[config.mk]
export PLATFORM = sky130hd
export DESIGN_NAME = lbp_core
export DESIGN_NICKNAME = d
export VERILOG_FILES = /design/src/include/lbp_pkg.sv /design/src/design/lbp_core.sv /design/src/design/lbp_axil_slave.sv
export VERILOG_INCLUDE_DIRS = /design/src /design/src/include
export SDC_FILE = /design/constraint.sdc
export NUM_CORES = 1
export LEC_CHECK = 0
export BUFFER_PORTS_ARGS = -buffer_cell sky130_fd_sc_hd__buf_2
export CAP_MARGIN = 10
export CORE_MARGIN = 5
export CORE_UTILIZATION = 40
export CTS_BUF_LIST = sky130_fd_sc_hd__clkbuf_8 sky130_fd_sc_hd__clkbuf_16
export DETAILED_ROUTE_END_ITERATION = 8
export PLACE_DENSITY = 0.62
export SLEW_MARGIN = 10
export SYNTH_ARGS = -nofsm -noshare
export SYNTH_HDL_FRONTEND = slang
export SYNTH_SLANG_ARGS = --single-unit
[constraint.sdc]
create_clock -name clk -period 2.8 [get_ports clk]
set_clock_uncertainty 0.2 [all_clocks]
set_input_delay 0.28 -clock clk [delete_from_list [all_inputs] [get_ports clk]]
set_output_delay 0.28 -clock clk [all_outputs]
set_load 0.01 [all_outputs]
[src/include/lbp_cfg.svh]
// offsets, field positions, response codes and timing counts of the led pwm
`ifndef LBP_CFG_SVH
`define LBP_CFG_SVH
`define LBP_AW 8
`define LBP_OFF_CFG 8'h00
`define LBP_OFF_LIM 8'h04
`define LBP_OFF_DLY 8'h08
`define LBP_OFF_STEP 8'h0c
`define LBP_OFF_IVL 8'h10
`define LBP_F_MODE 1:0
`define LBP_B_CLKSRC 2
`define LBP_B_SYNC 3
`define LBP_F_SIZE 5:4
`define LBP_B_COMMIT 6
`define LBP_F_UPPER 15:8
`define LBP_F_LOWER 7:0
`define LBP_F_HIGH_DLY 23:12
`define LBP_F_LOW_DLY 11:0
`define LBP_TOP_8 8'hff
`define LBP_TOP_7 8'hfe
`define LBP_TOP_6 8'hfc
`define LBP_RESP_OK 2'h0
`define LBP_RESP_ERR 2'h2
`endif

[src/include/lbp_pkg.sv]
// types shared by the led pwm register slave and core
`include "lbp_cfg.svh"
package lbp_pkg;
   typedef enum logic [1:0] {LBP_OFF, LBP_BREATHE, LBP_BLINK, LBP_ON} lbp_mode_t;
   typedef enum logic [1:0] {LBP_RISE, LBP_HOLD_HI, LBP_FALL, LBP_HOLD_LO}
      lbp_phase_t;
   // one register write handed from the bus slave to the core
   typedef struct packed {
      logic en;
      logic [`LBP_AW-1:0] addr;
      logic [31:0] data;
      logic [3:0] strb;
   } lbp_wr_t;
   // bus slave state
   typedef struct packed {
      logic aw_have;
      logic w_have;
      logic [`LBP_AW-1:0] awaddr;
      logic [31:0] wdata;
      logic [3:0] wstrb;
      logic bvalid;
      logic [1:0] bresp;
      logic rvalid;
      logic [31:0] rdata;
      logic [1:0] rresp;
   } lbp_bus_t;
   // core state
   typedef struct packed {
      logic [1:0] mode;
      logic clksrc;
      logic sync_hold;
      logic [1:0] size;
      logic commit;
      logic [15:0] lim_hold;
      logic [15:0] lim_op;
      logic [31:0] dly_hold;
      logic [31:0] dly_op;
      logic [31:0] step_hold;
      logic [31:0] step_op;
      logic [31:0] ivl_hold;
      logic [31:0] ivl_op;
      logic [7:0] cnt;
      logic [7:0] duty;
      lbp_phase_t phase;
      logic [11:0] hold_cnt;
      logic [3:0] ivl_cnt;
      logic slow_s1;
      logic slow_s2;
      logic slow_prev;
      logic led;
   } lbp_core_t;
   // true for every mapped register word
   function automatic logic lbp_hit(input logic [`LBP_AW-1:0] a);
      return a == `LBP_OFF_CFG || a == `LBP_OFF_LIM || a == `LBP_OFF_DLY ||
         a == `LBP_OFF_STEP || a == `LBP_OFF_IVL;
   endfunction
   // byte-lane merge of a write into a stored word
   function automatic logic [31:0] lbp_merge(input logic [31:0] old,
      input logic [31:0] d, input logic [3:0] strb);
      logic [31:0] r;
      r = old;
      for (int i = 0; i < 4; i++) begin
         if (strb[i]) begin
            r[i*8 +: 8] = d[i*8 +: 8];
         end
      end
      return r;
   endfunction
endpackage

[src/design/lbp_core.sv]
// led pwm unit: registers, duty limits, blink and breathing engine
// Contract
// - writing one sets commit-request, zero leaves it, always readable
// - hardware clears commit-request after the period-end parameter copy
// - delay, step, interval writes stay held until commit at period end
// - size field 0,1,2 selects 8,7,6-bit resolution; 3 reserved
// - any synchronize-hold bit holds all counters at initial values
// - counters run only when every synchronize-hold bit is zero
// - in blink, base-clock bit picks system clock or 32.768 kHz clock
// - mode 3 on, 2 blink, 1 breathe, 0 off
// - mode off zeroes internal registers and counters, gating them
// - duty-limit writes held, moved to operating copy at period end
// - upper and lower limit bytes written independently
// - duty-limit reads return the operating values
// - breathing at or over upper limit holds high delay, then falls
// - breathing at or under lower limit holds low delay, then rises
// - blink uses the lower-limit byte as the duty cycle
// - period counts zero to top (ff, fe, fc) and ends on wrap
// - limit holding copy moves every period even after one byte
`timescale 1ns/1ps
`default_nettype none
`include "lbp_cfg.svh"
module lbp_core
   import lbp_pkg::*;
(
   input wire logic clk,
   input wire logic reset_n,
   input wire logic [`LBP_AW-1:0] s_awaddr,
   input wire logic s_awvalid,
   output logic s_awready,
   input wire logic [31:0] s_wdata,
   input wire logic [3:0] s_wstrb,
   input wire logic s_wvalid,
   output logic s_wready,
   output logic [1:0] s_bresp,
   output logic s_bvalid,
   input wire logic s_bready,
   input wire logic [`LBP_AW-1:0] s_araddr,
   input wire logic s_arvalid,
   output logic s_arready,
   output logic [31:0] s_rdata,
   output logic [1:0] s_rresp,
   output logic s_rvalid,
   input wire logic s_rready,
   input wire logic slow_clk_pin,
   input wire logic other_sync_hold,
   output logic sync_hold_out,
   output logic led_out
);
   lbp_core_t c_ff, nxt_c;
   lbp_wr_t wr;
   logic [`LBP_AW-1:0] rd_addr;
   logic [31:0] rd_data;
   logic [7:0] top;
   logic hold_all;
   logic running;
   logic adv;
   logic pend;
   logic slow_tick;
   logic cfg_wr;

   // ---------------------------------------------------------------
   // register bus
   // ---------------------------------------------------------------
   lbp_axil_slave u_bus (
      .clk(clk),
      .reset_n(reset_n),
      .s_awaddr(s_awaddr),
      .s_awvalid(s_awvalid),
      .s_awready(s_awready),
      .s_wdata(s_wdata),
      .s_wstrb(s_wstrb),
      .s_wvalid(s_wvalid),
      .s_wready(s_wready),
      .s_bresp(s_bresp),
      .s_bvalid(s_bvalid),
      .s_bready(s_bready),
      .s_araddr(s_araddr),
      .s_arvalid(s_arvalid),
      .s_arready(s_arready),
      .s_rdata(s_rdata),
      .s_rresp(s_rresp),
      .s_rvalid(s_rvalid),
      .s_rready(s_rready),
      .wr(wr),
      .rd_addr(rd_addr),
      .rd_data(rd_data)
   );

   // read mux
   always_comb begin
      if (rd_addr == `LBP_OFF_CFG) begin
         rd_data = {25'h0, c_ff.commit, c_ff.size, c_ff.sync_hold,
            c_ff.clksrc, c_ff.mode};
      end else if (rd_addr == `LBP_OFF_LIM) begin
         rd_data = {16'h0, c_ff.lim_op};
      end else if (rd_addr == `LBP_OFF_DLY) begin
         rd_data = c_ff.dly_op;
      end else if (rd_addr == `LBP_OFF_STEP) begin
         rd_data = c_ff.step_op;
      end else if (rd_addr == `LBP_OFF_IVL) begin
         rd_data = c_ff.ivl_op;
      end else begin
         rd_data = 32'h0;
      end
   end

   // ---------------------------------------------------------------
   // timing terms
   // ---------------------------------------------------------------
   // top value per counter width
   always_comb begin
      case (c_ff.size)
         2'h1: top = `LBP_TOP_7;
         2'h2: top = `LBP_TOP_6;
         default: top = `LBP_TOP_8;
      endcase
   end

   assign cfg_wr = wr.en && wr.addr == `LBP_OFF_CFG && wr.strb[0];
   assign hold_all = c_ff.sync_hold || other_sync_hold;
   assign running = c_ff.mode == LBP_BREATHE || c_ff.mode == LBP_BLINK;
   assign slow_tick = c_ff.slow_s2 && !c_ff.slow_prev;
   // slow base clock only in blink with source zero
   assign adv = (c_ff.mode == LBP_BLINK && !c_ff.clksrc) ? slow_tick : 1'b1;
   // period ends when the counter wraps from top
   assign pend = running && !hold_all && adv && c_ff.cnt == top;
   assign sync_hold_out = c_ff.sync_hold;
   assign led_out = c_ff.led;

   // ---------------------------------------------------------------
   // next state
   // ---------------------------------------------------------------
   always_comb begin
      logic [8:0] step;
      logic [8:0] sum;
      logic [7:0] eff;
      step = 9'h0;
      sum = 9'h0;
      eff = 8'h0;
      nxt_c = c_ff;
      nxt_c.slow_s1 = slow_clk_pin;
      nxt_c.slow_s2 = c_ff.slow_s1;
      nxt_c.slow_prev = c_ff.slow_s2;
      if (cfg_wr) begin
         nxt_c.mode = wr.data[`LBP_F_MODE];
         nxt_c.clksrc = wr.data[`LBP_B_CLKSRC];
         nxt_c.sync_hold = wr.data[`LBP_B_SYNC];
         nxt_c.size = wr.data[`LBP_F_SIZE];
      end
      // byte lanes of the limit holding copy
      if (wr.en && wr.addr == `LBP_OFF_LIM) begin
         nxt_c.lim_hold = 16'(lbp_merge({16'h0, c_ff.lim_hold}, wr.data,
            wr.strb));
      end
      // breathing parameters land in holding copies
      if (wr.en && wr.addr == `LBP_OFF_DLY) begin
         nxt_c.dly_hold = lbp_merge(c_ff.dly_hold, wr.data, wr.strb);
      end
      if (wr.en && wr.addr == `LBP_OFF_STEP) begin
         nxt_c.step_hold = lbp_merge(c_ff.step_hold, wr.data, wr.strb);
      end
      if (wr.en && wr.addr == `LBP_OFF_IVL) begin
         nxt_c.ivl_hold = lbp_merge(c_ff.ivl_hold, wr.data, wr.strb);
      end
      if (c_ff.mode == LBP_OFF) begin
         // off: engine state and operating copies zeroed
         nxt_c.cnt = 8'h0;
         nxt_c.duty = 8'h0;
         nxt_c.phase = LBP_RISE;
         nxt_c.hold_cnt = 12'h0;
         nxt_c.ivl_cnt = 4'h0;
         nxt_c.lim_op = 16'h0;
         nxt_c.dly_op = 32'h0;
         nxt_c.step_op = 32'h0;
         nxt_c.ivl_op = 32'h0;
      end else if (hold_all) begin
         nxt_c.cnt = 8'h0;
         nxt_c.duty = 8'h0;
         nxt_c.phase = LBP_RISE;
         nxt_c.hold_cnt = 12'h0;
         nxt_c.ivl_cnt = 4'h0;
      end else if (running && adv) begin
         nxt_c.cnt = (c_ff.cnt == top) ? 8'h0 : c_ff.cnt + 8'h1;
      end
      if (cfg_wr && wr.data[`LBP_F_SIZE] != c_ff.size) begin
         nxt_c.cnt = 8'h0;
      end
      if (pend) begin
         nxt_c.lim_op = c_ff.lim_hold;
         if (c_ff.commit) begin
            nxt_c.dly_op = c_ff.dly_hold;
            nxt_c.step_op = c_ff.step_hold;
            nxt_c.ivl_op = c_ff.ivl_hold;
         end
      end
      if (pend && c_ff.mode == LBP_BREATHE) begin
         step = {5'h0, c_ff.step_op[3:0]} + 9'h1;
         case (c_ff.phase)
            LBP_RISE: begin
               // upper limit reached: start the high hold
               if (c_ff.duty >= c_ff.lim_op[`LBP_F_UPPER]) begin
                  nxt_c.phase = LBP_HOLD_HI;
                  nxt_c.hold_cnt = c_ff.dly_op[`LBP_F_HIGH_DLY];
               end else if (c_ff.ivl_cnt != c_ff.ivl_op[3:0]) begin
                  nxt_c.ivl_cnt = c_ff.ivl_cnt + 4'h1;
               end else begin
                  nxt_c.ivl_cnt = 4'h0;
                  sum = {1'b0, c_ff.duty} + step;
                  nxt_c.duty = sum[8] ? 8'hff : sum[7:0];
               end
            end
            LBP_HOLD_HI: begin
               if (c_ff.hold_cnt == 12'h0) begin
                  nxt_c.phase = LBP_FALL;
               end else begin
                  nxt_c.hold_cnt = c_ff.hold_cnt - 12'h1;
               end
            end
            LBP_FALL: begin
               // lower limit reached: start the low hold
               if (c_ff.duty <= c_ff.lim_op[`LBP_F_LOWER]) begin
                  nxt_c.phase = LBP_HOLD_LO;
                  nxt_c.hold_cnt = c_ff.dly_op[`LBP_F_LOW_DLY];
               end else if (c_ff.ivl_cnt != c_ff.ivl_op[3:0]) begin
                  nxt_c.ivl_cnt = c_ff.ivl_cnt + 4'h1;
               end else begin
                  nxt_c.ivl_cnt = 4'h0;
                  sum = {1'b0, c_ff.duty} - step;
                  nxt_c.duty = sum[8] ? 8'h00 : sum[7:0];
               end
            end
            default: begin
               if (c_ff.hold_cnt == 12'h0) begin
                  nxt_c.phase = LBP_RISE;
               end else begin
                  nxt_c.hold_cnt = c_ff.hold_cnt - 12'h1;
               end
            end
         endcase
      end
      // set by a one, cleared by hardware; a set wins
      if (cfg_wr && wr.data[`LBP_B_COMMIT]) begin
         nxt_c.commit = 1'b1;
      end else if (pend && c_ff.commit) begin
         nxt_c.commit = 1'b0;
      end
      // blink duty is the lower limit byte
      eff = (c_ff.mode == LBP_BLINK) ? c_ff.lim_op[`LBP_F_LOWER] : c_ff.duty;
      // led active while the counter is below duty
      nxt_c.led = (c_ff.mode == LBP_ON) || (running && c_ff.cnt < eff);
   end

   // state register
   always_ff @(posedge clk or negedge reset_n) begin
      if (!reset_n) begin
         c_ff <= '0;
      end else begin
         c_ff <= nxt_c;
      end
   end
endmodule
`default_nettype wire

[src/design/lbp_axil_slave.sv]
// axi4-lite slave front end for the led pwm registers
`timescale 1ns/1ps
`default_nettype none
`include "lbp_cfg.svh"
module lbp_axil_slave
   import lbp_pkg::*;
(
   input wire logic clk,
   input wire logic reset_n,
   input wire logic [`LBP_AW-1:0] s_awaddr,
   input wire logic s_awvalid,
   output logic s_awready,
   input wire logic [31:0] s_wdata,
   input wire logic [3:0] s_wstrb,
   input wire logic s_wvalid,
   output logic s_wready,
   output logic [1:0] s_bresp,
   output logic s_bvalid,
   input wire logic s_bready,
   input wire logic [`LBP_AW-1:0] s_araddr,
   input wire logic s_arvalid,
   output logic s_arready,
   output logic [31:0] s_rdata,
   output logic [1:0] s_rresp,
   output logic s_rvalid,
   input wire logic s_rready,
   output lbp_wr_t wr,
   output logic [`LBP_AW-1:0] rd_addr,
   input wire logic [31:0] rd_data
);
   lbp_bus_t s_ff, nxt_s;

   // ---------------------------------------------------------------
   // handshakes and outputs
   // ---------------------------------------------------------------
   assign s_awready = !s_ff.aw_have && !s_ff.bvalid;
   assign s_wready = !s_ff.w_have && !s_ff.bvalid;
   assign s_arready = !s_ff.rvalid;
   assign s_bvalid = s_ff.bvalid;
   assign s_bresp = s_ff.bresp;
   assign s_rvalid = s_ff.rvalid;
   assign s_rdata = s_ff.rdata;
   assign s_rresp = s_ff.rresp;
   assign rd_addr = s_araddr;
   // write issued to a mapped register once address and data are both held
   assign wr = {s_ff.aw_have && s_ff.w_have && lbp_hit(s_ff.awaddr),
      s_ff.awaddr, s_ff.wdata, s_ff.wstrb};

   // next state: address and data taken in either order
   always_comb begin
      nxt_s = s_ff;
      if (s_awvalid && s_awready) begin
         nxt_s.aw_have = 1'b1;
         nxt_s.awaddr = s_awaddr;
      end
      if (s_wvalid && s_wready) begin
         nxt_s.w_have = 1'b1;
         nxt_s.wdata = s_wdata;
         nxt_s.wstrb = s_wstrb;
      end
      if (s_ff.aw_have && s_ff.w_have) begin
         nxt_s.aw_have = 1'b0;
         nxt_s.w_have = 1'b0;
         nxt_s.bvalid = 1'b1;
         nxt_s.bresp = lbp_hit(s_ff.awaddr) ? `LBP_RESP_OK : `LBP_RESP_ERR;
      end else if (s_ff.bvalid && s_bready) begin
         nxt_s.bvalid = 1'b0;
      end
      if (s_arvalid && s_arready) begin
         nxt_s.rvalid = 1'b1;
         nxt_s.rdata = rd_data;
         nxt_s.rresp = lbp_hit(s_araddr) ? `LBP_RESP_OK : `LBP_RESP_ERR;
      end else if (s_ff.rvalid && s_rready) begin
         nxt_s.rvalid = 1'b0;
      end
   end

   // state register
   always_ff @(posedge clk or negedge reset_n) begin
      if (!reset_n) begin
         s_ff <= '0;
      end else begin
         s_ff <= nxt_s;
      end
   end
endmodule
`default_nettype wire

Word level (Yosys, flattened, before mapping)
Index checks and enable logic that the tools add are counted.
{"block": "op_classes", "reduce_logical": 70, "addsub": 6, "n_eq_ne": 18, "div_mod_pow": 0, "mul": 0, "n_shift": 0, "n_mux": 54, "bitwise": 0, "n_lt_le_gt_ge": 3}
{"operator": "$mux W32", "count": 14}
{"operator": "$mux W8", "count": 11}
{"operator": "$mux W26", "count": 2}
{"operator": "$pmux W14 S3", "count": 1}
{"operator": "$mux W34", "count": 1}
{"operator": "$eq A8 B4 Y1 const B", "count": 4}
{"operator": "$mux W16", "count": 2}
{"operator": "$mux W14", "count": 2}
{"operator": "$reduce_and A2 Y1", "count": 14}
{"operator": "$logic_and A1 B1 Y1", "count": 26}
{"operator": "$eq A8 B3 Y1 const B", "count": 2}
{"operator": "$eq A8 B5 Y1 const B", "count": 2}
{"operator": "$logic_not A8 Y1", "count": 2}
{"operator": "$pmux W8 S2", "count": 1}
{"operator": "$logic_not A12 Y1", "count": 1}
{"operator": "$mux W12", "count": 1}
{"operator": "$mux W4", "count": 3}
{"operator": "$reduce_bool A2 Y1", "count": 6}
{"operator": "$sub A12 B1 Y12 const B", "count": 1}
{"operator": "$logic_or A1 B1 Y1", "count": 11}
{"operator": "$mux W2", "count": 5}
{"operator": "$add A8 B5 Y9", "count": 1}
{"operator": "$mux W1", "count": 9}
{"operator": "$sub A8 B5 Y9", "count": 1}
{"operator": "16 further kinds", "count": 28}
{"block": "word_totals", "mem_count": 0, "romBits": 0, "input_bits": 61, "mem_bits_rw": 0, "latch_bits": 0, "output_inout_bits": 43, "reg_bits": 353}

Logic depth before layout (Yosys ltp)
Gate-level depths: netlist of run 1.
{"block": "depth", "depth_word": 11, "mapped_depth": 12}

Modules after synthesis
A second synthesis of run 1 with hierarchy kept.
{"block": "hier_totals", "hier_cells": 1650, "area_unflattened_um2": 17611.9}
{"module": "lbp_core", "n_inst": 1, "area_each_um2": 13693.1, "cells_each": 1370}
{"module": "lbp_axil_slave", "n_inst": 1, "area_each_um2": 3918.8, "cells_each": 280}

Least setup slack after synthesis of run 1
Ideal clock, no wire load.
{"block": "synth_path", "path_type": "reg-to-reg", "startpoint": "register c_ff[29] in the netlist's numbering", "endpoint": "register c_ff[5] in the netlist's numbering", "setup_slack_ns": 0.186, "stages_incl_launch_ff": 9, "t_required_ns": 2.477, "setup_time_ns": 0.123, "t_arrival_ns": 2.291, "path_cell_list": "dfrtp_1 > ha_1 > nand4_1 > or2_1 > and3_1 > a211oi_1 > nor3_1 > a211oi_1 > nor2_1"}
{"element": "start, declared", "line": "lbp_core.sv:50", "text": "lbp_core_t c_ff, nxt_c;"}
{"element": "start signal, assigned", "line": "lbp_core.sv:259", "text": "c_ff <= nxt_c;"}

==> results of run 1 <==
## cells by family after synthesis
logic type	after synthesis
other	1
xor gates and xnor gates	14
adders and majority gates	44
and+or+nand+nor	485
muxes	193
DFF	351
AOI/OAI and AO/OA	378
buffers and inverters	168
## cell usage in the layout (no fill, tap or decap), types with 7 or more instances in the layout
cell,count
inv_1,67
dfrtp_1,348
clkbuf_8,7
buf_12,10
nand2_1,210
mux2i_1,35
nand2b_1,99
o21ai_1,40
clkbuf_16,39
a31oi_1,14
nor2_1,67
nand3_1,23
xnor2_1,8
o21ai_0,116
ha_1,36
nor3_1,15
o31ai_1,41
buf_2,100
o211ai_1,8
nand4_1,7
a21o_1,13
nor3b_1,13
dlygate4sd3_1,48
mux2_2,158
a21oi_1,81
buf_4,76
o22ai_1,17
and3_1,7
## stage by stage
stage                     util, %  setup TNS, ns
after global placement      43.67        -0.8497
after global routing        48.34      -0.005862
final                       48.34              0
after CTS                   47.83       -0.08991
after detailed placement    43.67         -2.120
after floorplan                 -              0
## power breakdown
part | leakage (nW) | internal, mW | total [mW] | switching [mW]
combinational | 3.95 | 0.762 | 1.47 | 0.704
sequential | 4.78 | 5.59 | 6.16 | 0.571
clock | 0.678 | 2.99 | 5.05 | 2.06
total | 9.40 | 9.34 | 12.7 | 3.33
## critical path: cells and delay by family, from the launching register on
| kind | cells | cell delay, ns |
|---|---|---|
| AOI/OAI and AO/OA | 3 | 0.72 |
| DFF | 1 | 0.43 |
| buffers and inverters | 1 | 0.18 |
| and+or+nand+nor | 3 | 0.71 |
| adders and majority gates | 1 | 0.34 |
## repair_timing
action / 4_1_cts / 5_1_grt
gates resized for setup: 6 / 31
endpoints found under the setup margin: 23 / 65
hold buffers: 48 / 0
buffers inserted: 0 / 6
pin swaps: 0 / 3
cloned: 0 / 0
endpoints found under the hold margin: 196 / 0
## path summary, 6_finish.rpt
check	startpoint	endpoint	slack (ns)	depth (start not counted)
worst max-delay path	c_ff[28]	c_ff[18]	0.09	8
worst min register to register	c_ff[3]	c_ff[2]	0.15	0
worst max register to register	c_ff[28]	c_ff[18]	0.09	8
max in group asynchronous	reset_n	c_ff[95]	1.31	3
worst min-delay path	reset_n	u_bus.wr[43]	0.09	2
min in group clk	other_sync_hold	c_ff[234]	0.11	5
## state kept, by name (all words and copies together) (netlist names), 2 cells and up
name	flops
u_bus.s_rdata	32
c_ff	267
u_bus.s_ff	2
u_bus.wr	44
## synth_stat cells (all sizes together) (13+ instances only)
| cell | n | share of area [%] |
|---|---|---|
| mux2i | 35 | 2.1 |
| o21ai | 158 | 4.7 |
| o31ai | 42 | 1.9 |
| a31oi | 15 | 0.55 |
| nand3 | 24 | 0.73 |
| nand2 | 211 | 4.7 |
| inv | 53 | 1.2 |
| a21oi | 84 | 2.5 |
| clkbuf | 55 | 1.2 |
| nand2b | 99 | 3.6 |
| nor3 | 19 | 0.59 |
| nor3b | 13 | 0.57 |
| a21o | 13 | 0.57 |
| dfrtp | 351 | 52 |
| ha | 42 | 3.1 |
| nor2 | 69 | 1.5 |
| o22ai | 18 | 0.66 |
| buf | 60 | 2.4 |
| mux2 | 158 | 10 |
## routing by layer
| metal | part of all wire, % | up-vias | global-route usage (%) |
|---|---|---|---|
| met5 | 0.015 | - | 0 |
| met4 | 3.0 | 2 | 6.169 |
| met3 | 5.5 | 94 | 3.726 |
| met2 | 45 | 328 | 30.87 |
| met1 | 46 | 6189 | 27.96 |
| li1 | - | 6016 | - |
## area by class of cell
type	count	area [sq um]	share of cell area [%]
sequential	351	8787	43.24
clock inverter	24	183.9	0.9051
timing repair buffer	237	1789	8.805
inverter	53	201.4	0.9913
multi-input combinational	1116	7612	37.46
tap	539	674.4	3.319
clock buffer	46	1072	5.277
==> summary.txt, run 1 <==
Floorplanning
  – # rows: 75
  – Die outline width: 216.3 um
  – Floorplan die area: 0.04681 sq mm
  – Top-level I/O count: 104
  – Y dimension of the die: 216.3 um
  – Initial standard-cell utilization of the core: between 40% and 50%
  – Area of the core region: ~0.042 sq mm

CTS
  – Maximum root-to-sink buffer count: 3
  – Post-CTS clock slew at the launch and capture registers of the worst setup and hold paths: approximately 0.060 ns
  – Num Clock Sinks: 351
  – Clock tree from TritonCTS: yes
  – CTS Root Cell: clkbuf_16
  – Number of clock buffers inserted by TritonCTS: 39
  – H-tree levels: 2
  – Latest clock arrival within the worst-skew pair: 0.54 ns

STA
  – Post-route worst setup slack: 0.08682 ns
  – Fin. Hold Viols: 0
  – Shortest period the worst path allows: roughly 2.7 ns
  – Number of slew-limit violations in the final report: 0
  – Final setup viols: 0
  – Actual transition at the worst max-transition pin: just over 0.6 ns
  – Period utilization: between 90 and 100%
  – Highest clock rate: ~0.37 GHz
  – Hold slack: approximately 0.093 ns
  – Worst slew margin relative to its limit: a little under 60%

Power
  – Maximum vdd ir drop: 0.7526 mV
  – Pleak: 9.403 nW
  – PD cells: 623.8 mW/mm^2
  – Power after layout: 12.68 mW

Yosys
  – Syn. warnings: 0
  – Simple-Gate Fraction of Synth Area: 13.87%
  – Multiplexer area fraction after synthesis: about an eighth
  – Post-synthesis async set-or-reset flop share: 100.0%
  – Mean post-synth cell area: approximately 10 sq um
  – Count of distinct cell types in the synthesized netlist: 70
  – Sequential-to-total area share from yosys stat: slightly above 50%
  – Most common flop cell mapped by yosys: dfrtp_1
  – Post-Synth Adder-Cell Area: between 3 and 4%
  – Flops & latches, synth: 351
  – Dominant combinational cell family by area after synthesis: simple AND/OR/NAND/NOR gates
  – Synth Area in Compound Gates: a little over an eighth
  – Count of flip-flops with a built-in enable after synthesis: 0
  – Post-Synthesis Cells: about 1600
  – Synth Area in XOR/XNOR: less than 1%
  – Combined area of all synthesized cells: about 0.017 sq mm

Layout
  – Filler Cell Count: 3892
  – Total Nets Final: approximately 1900
  – Share of layout cells above drive strength 1: 24.41%
  – Final Cell Area: 0.02032 sq mm
  – Number of antenna diodes: 0
  – Final cell count without fillers: approximately 2400
  – Synthesis-to-layout area growth: 19.31%

Routing
  – Routed wire length: approximately 46000 um
  – Vias post-DR: 12629
  – Routed wire length per instance: just under 20 um
  – Routed vias/inst: ~5.3
  – DRC: 0
  – Post-route antenna net violation count: 0
  – Total iterations of the first detailed-routing run: 5
  – Initial DRC Count: around 900

Place
  – DPL Wire Length: between 30000 and 40000 um
  – Total cell area at the placement stage: roughly 0.018 sq mm
  – Last weighted congestion value of the routability-driven placer: 0.9175
  – Buffers added on ports: ~100
  – Cell total after placement: between 2000 and 2500
  – Post-place setup slack: -0.1968 ns

Setup path
  – CP max stage delay: roughly 0.43 ns
  – Class of the most critical setup path: flip-flop to flip-flop
  – Data required time of the critical path: between 3 and 4 ns
  – Worst Path Max Fanout: 8
  – Crit start category: flip-flop
  – Crit path cell chain: ha_1 -> nand4_1 -> or2_1 -> and3_1 -> a211oi_4 -> o31ai_4 -> buf_4 -> a22o_1
  – CP max-delay cell: dfrtp_1
  – Crit end category: flip-flop
  – Data arrival time of the critical path: slightly below 3 ns

Job
  – Max_cap viols: 0

Run status
  – Run status: finished, final reports clean

Global routing
  – Global routing usage summed across all routing layers: between 15 and 20%
  – Number of global-route vias before repair: ~13000
  – Largest net degree at the start of global routing: 67
  – Global-route wire length before repair: approximately 75000 um
  – Leftover overflow at the end of global routing: 0
  – Antenna violations before repair: 1

Min path
  – Path class of the lowest-slack min-delay path: input port to async pin
(Power assumes the default switching activity.)
==> inputs of run 2 (changes only) <==
--- a/config.mk
+++ b/config.mk
@@ -12,7 +12,7 @@
 export CORE_UTILIZATION = 40
 export CTS_BUF_LIST = sky130_fd_sc_hd__clkbuf_8 sky130_fd_sc_hd__clkbuf_16
 export DETAILED_ROUTE_END_ITERATION = 8
-export PLACE_DENSITY = 0.62
+export PLACE_DENSITY = 0.6
 export SLEW_MARGIN = 10
 export SYNTH_ARGS = -nofsm -noshare
 export SYNTH_HDL_FRONTEND = slang
==> constraint.sdc (replaced) <==
create_clock -name clk -period 2.9 [get_ports clk]
set_clock_uncertainty 0.2 [all_clocks]
set_input_delay 0.29 -clock clk [delete_from_list [all_inputs] [get_ports clk]]
set_output_delay 0.29 -clock clk [all_outputs]
set_load 0.01 [all_outputs]
==> run 2 against run 1 <==
Effect of this change:
- sequential power down 3.6%
- sequential cell count unchanged
- routed wire length up 0.13%
- utilization down 0.089 points
- fmax down 3.1%
- die area unchanged
- critical path type unchanged
- highest routed layer is now met4
==> summary.txt, run 2 (same netlist as run 1, synthesis figures left out) <==
STA
  – Period utilization: 96.56% (-0.34 points)
  – Total negative setup slack: 0 ns (unchanged)
  – Worst slew margin relative to its limit: 51.20% (-6.8 points)
  – Number of slew-limit violations in the final report: 0 (unchanged)
  – Highest clock rate: 0.3571 GHz (-3.1%)
  – Hold slack: 0.1258 ns (+0.03251 ns)
  – Actual transition at the worst max-transition pin: 0.7319 ns (+0.1098 ns)
  – Post-route worst setup slack: 0.09983 ns (+0.01301 ns)
  – Setup repair after global routing missed its margin: yes
  – Fin. Hold Viols: 0 (unchanged)
  – Final setup viols: 0 (unchanged)
  – Shortest period the worst path allows: 2.800 ns (+0.08699 ns)

Setup path
  – Crit path cell chain: inv_1 -> ha_1 -> xor2_1 -> or4_4 -> nor2_4 -> and3_4 -> buf_12 -> buf_12 -> nand2_1 -> o21ai_0
  – Data required time of the critical path: 3.14 ns (+0.13 ns)
  – Crit start category: flip-flop
  – Crit end category: flip-flop
  – Class of the most critical setup path: flip-flop to flip-flop
  – CP max-delay cell: or4_4
  – Worst Path Max Fanout: 30 (+22)
  – CP max stage delay: 0.58 ns (+0.15 ns)
  – Most frequent CP cell: buf_12
  – Data arrival time of the critical path: 3.04 ns (+0.11 ns)

Place
  – Total cell area at the placement stage: 0.01837 sq mm (about the same)
  – Post-place setup slack: 0.06678 ns (+0.2636 ns)
  – Cell total after placement: 2239 (-0.13%)
  – Buffers added on ports: 101 (unchanged)
  – Last weighted congestion value of the routability-driven placer: 0.9240 (+0.71%)
  – DPL Wire Length: 32310 um (-0.15%)

Layout
  – Final Cell Area: 0.02028 sq mm (-0.18%)
  – Most common cell after layout, fill and taps aside: dfrtp_1
  – Largest register FFs: 267 (unchanged)
  – Final cell count without fillers: 2360 (-0.25%)
  – Number of antenna diodes: 0 (unchanged)
  – Total Nets Final: 1897 (-0.32%)
  – Share of layout cells above drive strength 1: 23.72% (-0.69 points)
  – Reg with most FFs: c_ff
  – Area of combinational cells with multiple inputs: 0.007511 sq mm (-1.3%)
  – Core Util, Final: 48.25% (-0.089 points)
  – Filler Cell Count: 3851 (-1.1%)
  – Commonest non-fill, non-tap cells in the layout: 351 x dfrtp_1, 210 x nand2_1, 158 x mux2_2
  – Synthesis-to-layout area growth: 19.09%
  – Area occupied by registers: 0.008783 sq mm (about the same)

Power
  – Power after layout: 12.42 mW (-2.0%)
  – Share of total power consumed by net switching: 25.86% (-0.42 points)
  – PD cells: 612.2 mW/mm^2 (-1.9%)
  – Total net switching power: 3.211 mW (-3.6%)
  – Cell internal power dissipation: 9.206 mW (-1.5%)
  – Maximum vdd ir drop: 0.6809 mV (-9.5%)
  – Reg power frac: 47.9% (-0.7 points)
  – Relative contribution of the clock network to total power: 40.8% (+1.0 points)
  – Pleak: 9.392 nW (-0.12%)
  – Fraction of power consumed by combinational cells: 11.4% (-0.2 points)

Routing
  – Routed wire length: 46220 um (+0.13%)
  – Post-route antenna net violation count: 0 (unchanged)
  – Routed vias/inst: 5.410 (+1.4%)
  – DRC: 0 (unchanged)
  – Total iterations of the first detailed-routing run: 7 (+2)
  – Vias post-DR: 12768 (+1.1%)
  – Routed wire length per instance: 19.59 um (+0.39%)
  – Initial DRC Count: 1112 (+21%)

CTS
  – CTS Root Cell: clkbuf_16
  – Clock tree from TritonCTS: yes
  – Num Clock Sinks: 351 (unchanged)
  – Post-CTS clock slew at the launch and capture registers of the worst setup and hold paths: 0.06 ns (about the same)
  – H-tree levels: 2 (unchanged)
  – Number of clock buffers inserted by TritonCTS: 39 (unchanged)
  – Maximum root-to-sink buffer count: 3 (unchanged)
  – Latest clock arrival within the worst-skew pair: 0.54 ns (about the same)

Floorplanning
  – Initial standard-cell utilization of the core: 40.51% (unchanged)
  – Floorplan die area: 0.04681 sq mm (unchanged)
  – # rows: 75 (unchanged)
  – Y dimension of the die: 216.3 um (unchanged)
  – Area of the core region: 0.04204 sq mm (unchanged)
  – Top-level I/O count: 104 (unchanged)
  – Die outline width: 216.3 um (unchanged)

Global routing
  – Global-route wire length before repair: 73530 um (-1.4%)
  – Largest net degree at the start of global routing: 86 (+28%)
  – Number of global-route vias before repair: 12794 (-2.7%)
  – Leftover overflow at the end of global routing: 0 (unchanged)
  – Global routing usage summed across all routing layers: 19.49% (-0.22 points)
  – Antenna violations before repair: 0 (-1)

Job
  – Max_cap viols: 0 (unchanged)

Run status
  – Run status: finished, final reports clean

Min path
  – Path class of the lowest-slack min-delay path: input port to flip-flop
-- run 2: cell count changes in the layout (fill, tap and decap cells not counted), moves of 4 or more --
cell	change
buf_4	-10
inv_1	-7
buf_12	+4
clkbuf_8	+4
ha_1	+4
-- run 2: timing repair --
action | 4_1_cts | 5_1_grt
hold buffers | 48 | 0
resized for setup | 0 | 11
endpoints found under the hold margin | 122 | 0
setup endpoints to repair | 0 | 77
buffers inserted | 0 | 2
-- run 2: power groups by stage --
stage	sequential (mW)	clock (mW)	combinational, mW
2_1_floorplan	5.78	0	0.979
3_3_place_gp	6.01	0	1.34
3_5_place_dp	6.04	0	1.38
4_1_cts	5.95	5.18	1.43
5_1_grt	6.02	5.39	1.56
6_report	5.94	5.06	1.41
-- run 2: worst max-delay path: cells and delay by family, from the launching register on --
family | cells | cell delay (ns)
buffers and inverters | 3 | 0.42
adder cells (fa/ha/maj) | 1 | 0.30
AND/OR/NAND/NOR | 4 | 1.09
AO/OA/AOI/OAI | 1 | 0.10
flip-flops | 1 | 0.39
XOR/XNOR | 1 | 0.16
-- run 2: area by class of cell --
type	instances	area share, %
clock buffer	51	5.681
clock inverter	19	0.8883
inverter	53	0.9808
multi-input combinational	1117	37.03
sequential	351	43.30
tap	539	3.325
timing repair buffer	230	8.790
-- run 2: path summary, 6_finish.rpt --
path,start,slack [ns],cells after the start,end
worst max-delay path,c_ff[263],0.1,10,c_ff[58]
worst min register to register,c_ff[3],0.15,0,c_ff[2]
worst max register to register,c_ff[263],0.1,10,c_ff[58]
min in group asynchronous,reset_n,0.16,2,c_ff[108]
max in group asynchronous,reset_n,1.42,3,c_ff[174]
worst min-delay path,s_araddr[4],0.13,4,u_bus.s_rdata[0]
-- run 2: routing by layer --
layer / share of wire [%] / routed length (um) / track usage, %
met1: 46 / 21190 / 27.93
met2: 47 / 21740 / 31.38
met3: 4.8 / 2232 / 2.861
met4: 2.3 / 1064 / 4.982
met5: 0 / 0 / 0
==> inputs of run 3 (changes only) <==
--- a/config.mk
+++ b/config.mk
@@ -12,6 +12,7 @@
 export CORE_UTILIZATION = 40
 export CTS_BUF_LIST = sky130_fd_sc_hd__clkbuf_8 sky130_fd_sc_hd__clkbuf_16
 export DETAILED_ROUTE_END_ITERATION = 8
+export GPL_TIMING_DRIVEN = 0
 export PLACE_DENSITY = 0.6
 export SLEW_MARGIN = 10
 export SYNTH_ARGS = -nofsm -noshare
==> run 3 against run 2 <==
Effect of this change:
- critical path depth did not move
- via count rose by 2.6%
- highest routed layer unchanged
- design area increased by 0.25%
- combinational power up 6%
- register-to-register slack lost 0.04 ns
- clock power down 4.3%
- critical path type unchanged
- clock-buffer cell count is 5 lower
- power shrank 0.95%
- sequential power about the same
- worst hold slack got worse by 0.062 ns
==> summary.txt, run 3 (same netlist as run 1, synthesis figures left out) <==
Run status
  – Run status: finished, final reports clean

Place
  – Cell total after placement: 2278 (+1.7%)
  – Total cell area at the placement stage: 0.01831 sq mm (-0.33%)
  – DPL Wire Length: 36670 um (+14%)
  – Buffers added on ports: 101 (unchanged)
  – Last weighted congestion value of the routability-driven placer: 0.9279 (+0.42%)

CTS
  – Number of clock buffers inserted by TritonCTS: 40 (+2.6%)
  – Latest clock arrival within the worst-skew pair: 0.56 ns (+0.02 ns)
  – Num Clock Sinks: 351 (unchanged)
  – Clock tree from TritonCTS: yes
  – Post-CTS clock slew at the launch and capture registers of the worst setup and hold paths: 0.06 ns (about the same)
  – Maximum root-to-sink buffer count: 3 (unchanged)
  – CTS Root Cell: clkbuf_16
  – H-tree levels: 2 (unchanged)

Layout
  – Share of layout cells above drive strength 1: 23.53% (-0.19 points)
  – Commonest non-fill, non-tap cells in the layout: 344 x dfrtp_1, 210 x nand2_1, 158 x mux2_2
  – Total Nets Final: 1949 (+2.7%)
  – Filler Cell Count: 3878 (+0.70%)
  – Reg with most FFs: c_ff
  – Synthesis-to-layout area growth: 19.39%
  – Core Util, Final: 48.37% (+0.12 points)
  – Final Cell Area: 0.02033 sq mm (+0.25%)
  – Largest register FFs: 267 (unchanged)
  – Final cell count without fillers: 2414 (+2.3%)
  – Most common cell after layout, fill and taps aside: dfrtp_1

Power
  – PD cells: 604.8 mW/mm^2 (-1.2%)
  – Maximum vdd ir drop: 0.5778 mV (-15%)
  – Pleak: 9.483 nW (+0.97%)
  – Power after layout: 12.30 mW (-0.95%)

Floorplanning
  – Initial standard-cell utilization of the core: 40.51% (unchanged)
  – Floorplan die area: 0.04681 sq mm (unchanged)
  – Top-level I/O count: 104 (unchanged)
  – # rows: 75 (unchanged)
  – Die outline width: 216.3 um (unchanged)
  – Area of the core region: 0.04204 sq mm (unchanged)
  – Y dimension of the die: 216.3 um (unchanged)

STA
  – Number of slew-limit violations in the final report: 0 (unchanged)
  – Shortest period the worst path allows: 2.837 ns (+0.03725 ns)
  – Hold slack: 0.06359 ns (-0.06218 ns)
  – Worst slew margin relative to its limit: 36.11% (-15 points)
  – Actual transition at the worst max-transition pin: 0.9583 ns (+0.2264 ns)
  – Period utilization: 97.84% (+1.3 points)
  – Fin. Hold Viols: 0 (unchanged)
  – Highest clock rate: 0.3524 GHz (-1.3%)
  – Setup repair after global routing missed its margin: yes
  – Final setup viols: 0 (unchanged)

Setup path
  – Startpoint of the lowest-slack register-to-register path: c_ff[264]
  – Data required time of the critical path: 3.16 ns (+0.02 ns)
  – Worst Path Max Fanout: 10 (-67%)
  – Crit end category: flip-flop
  – Crit start category: flip-flop
  – Data arrival time of the critical path: 3.09 ns (+0.05 ns)
  – Crit. Startpoint: c_ff[264]
  – Class of the most critical setup path: flip-flop to flip-flop

Global routing
  – Largest net degree at the start of global routing: 106 (+23%)
  – Antenna violations before repair: 0 (unchanged)
  – Global routing usage summed across all routing layers: 21.34% (+1.8 points)
  – Global-route wire length before repair: 78470 um (+6.7%)
  – Number of global-route vias before repair: 13285 (+3.8%)
  – Leftover overflow at the end of global routing: 0 (unchanged)

Routing
  – Routed wire length per instance: 20.82 um (+6.3%)
  – Total iterations of the first detailed-routing run: 6 (-1)
  – Initial DRC Count: 951 (-14%)
  – Post-route antenna net violation count: 0 (unchanged)
  – DRC: 0 (unchanged)
  – Routed vias/inst: 5.425 (+0.27%)
  – Vias post-DR: 13096 (+2.6%)
  – Routed wire length: 50270 um (+8.8%)

Job
  – Max_cap viols: 0 (unchanged)

Min path
  – Startpoint of the tightest hold check path: s_araddr[4]
  – Path class of the lowest-slack min-delay path: input port to flip-flop
==> run 3: power breakdown <==
group	internal (mW)	switching, mW
Sequential	5.40	0.558
Clock	2.80	2.04
Combinational	0.757	0.745
==> run 3: what timing repair did <==
item | CTS | global route
buffers inserted | 3 | 11
pin swaps | 3 | 10
gates cloned | 0 | 1
hold buffers | 49 | 0
setup endpoints to repair | 139 | 117
resized for setup | 30 | 38
endpoints found under the hold margin | 154 | 0
==> run 3: layout make-up <==
cell class	instances	area (sq um)	area share (%)
diodes	1	2.502	0.01231
inverters	53	198.9	0.9783
plain buffers	114	671.9	3.304
clock inverters	26	148.9	0.7322
clock buffers	46	1106	5.439
well taps	539	674.4	3.317
repair buffers	168	1199	5.895
multi-input cells	1116	7541	37.08
flip-flops and latches	351	8792	43.24
==> run 3: critical path: stages (launching register included) <==
cell and delay (ns):
dfrtp_2 0.42, ha_1 0.29, xor2_1 0.18, or4_4 0.50
nor2_4 0.19, and3_4 0.26, buf_6 0.15, buf_8 0.16
buf_8 0.16, nand2_1 0.12, o31ai_1 0.09
==> run 3: metrics by stage <==
| stage | worst slack, ns | TNS, ns |
|---|---|---|
| final | 0.06258 | 0 |
| after global routing | -0.008645 | -0.008645 |
| after CTS | 0.003061 | 0 |
| after detailed placement | -0.5490 | -41.85 |
| after global placement | -5.510 | -1967.19 |
| after floorplan | 0.2859 | 0 |
==> run 3: path summary, 6_finish.rpt <==
check                                   endpoint  slack, ns  depth (start not counted)
worst max-delay path                   c_ff[102]       0.06                         10
worst min-delay path            u_bus.s_rdata[0]       0.06                          4
worst max register to register         c_ff[102]       0.06                         10
worst min register to register           c_ff[2]       0.15                          0
max in group asynchronous           u_bus.wr[20]       1.01                          4
min in group asynchronous           u_bus.wr[37]       0.14                          2
==> run 3: per-layer routing <==
layer | track usage, % | wire length [um] | part of all wire [%] | up-vias
met4 | 6.402 | 1294 | 2.6 | 0
met1 | 29.65 | 22530 | 45 | 6484
met2 | 34.96 | 23650 | 47 | 393
met5 | 0 | 0 | 0 | -
met3 | 3.112 | 2793 | 5.6 | 84
li1 | - | - | - | 6135
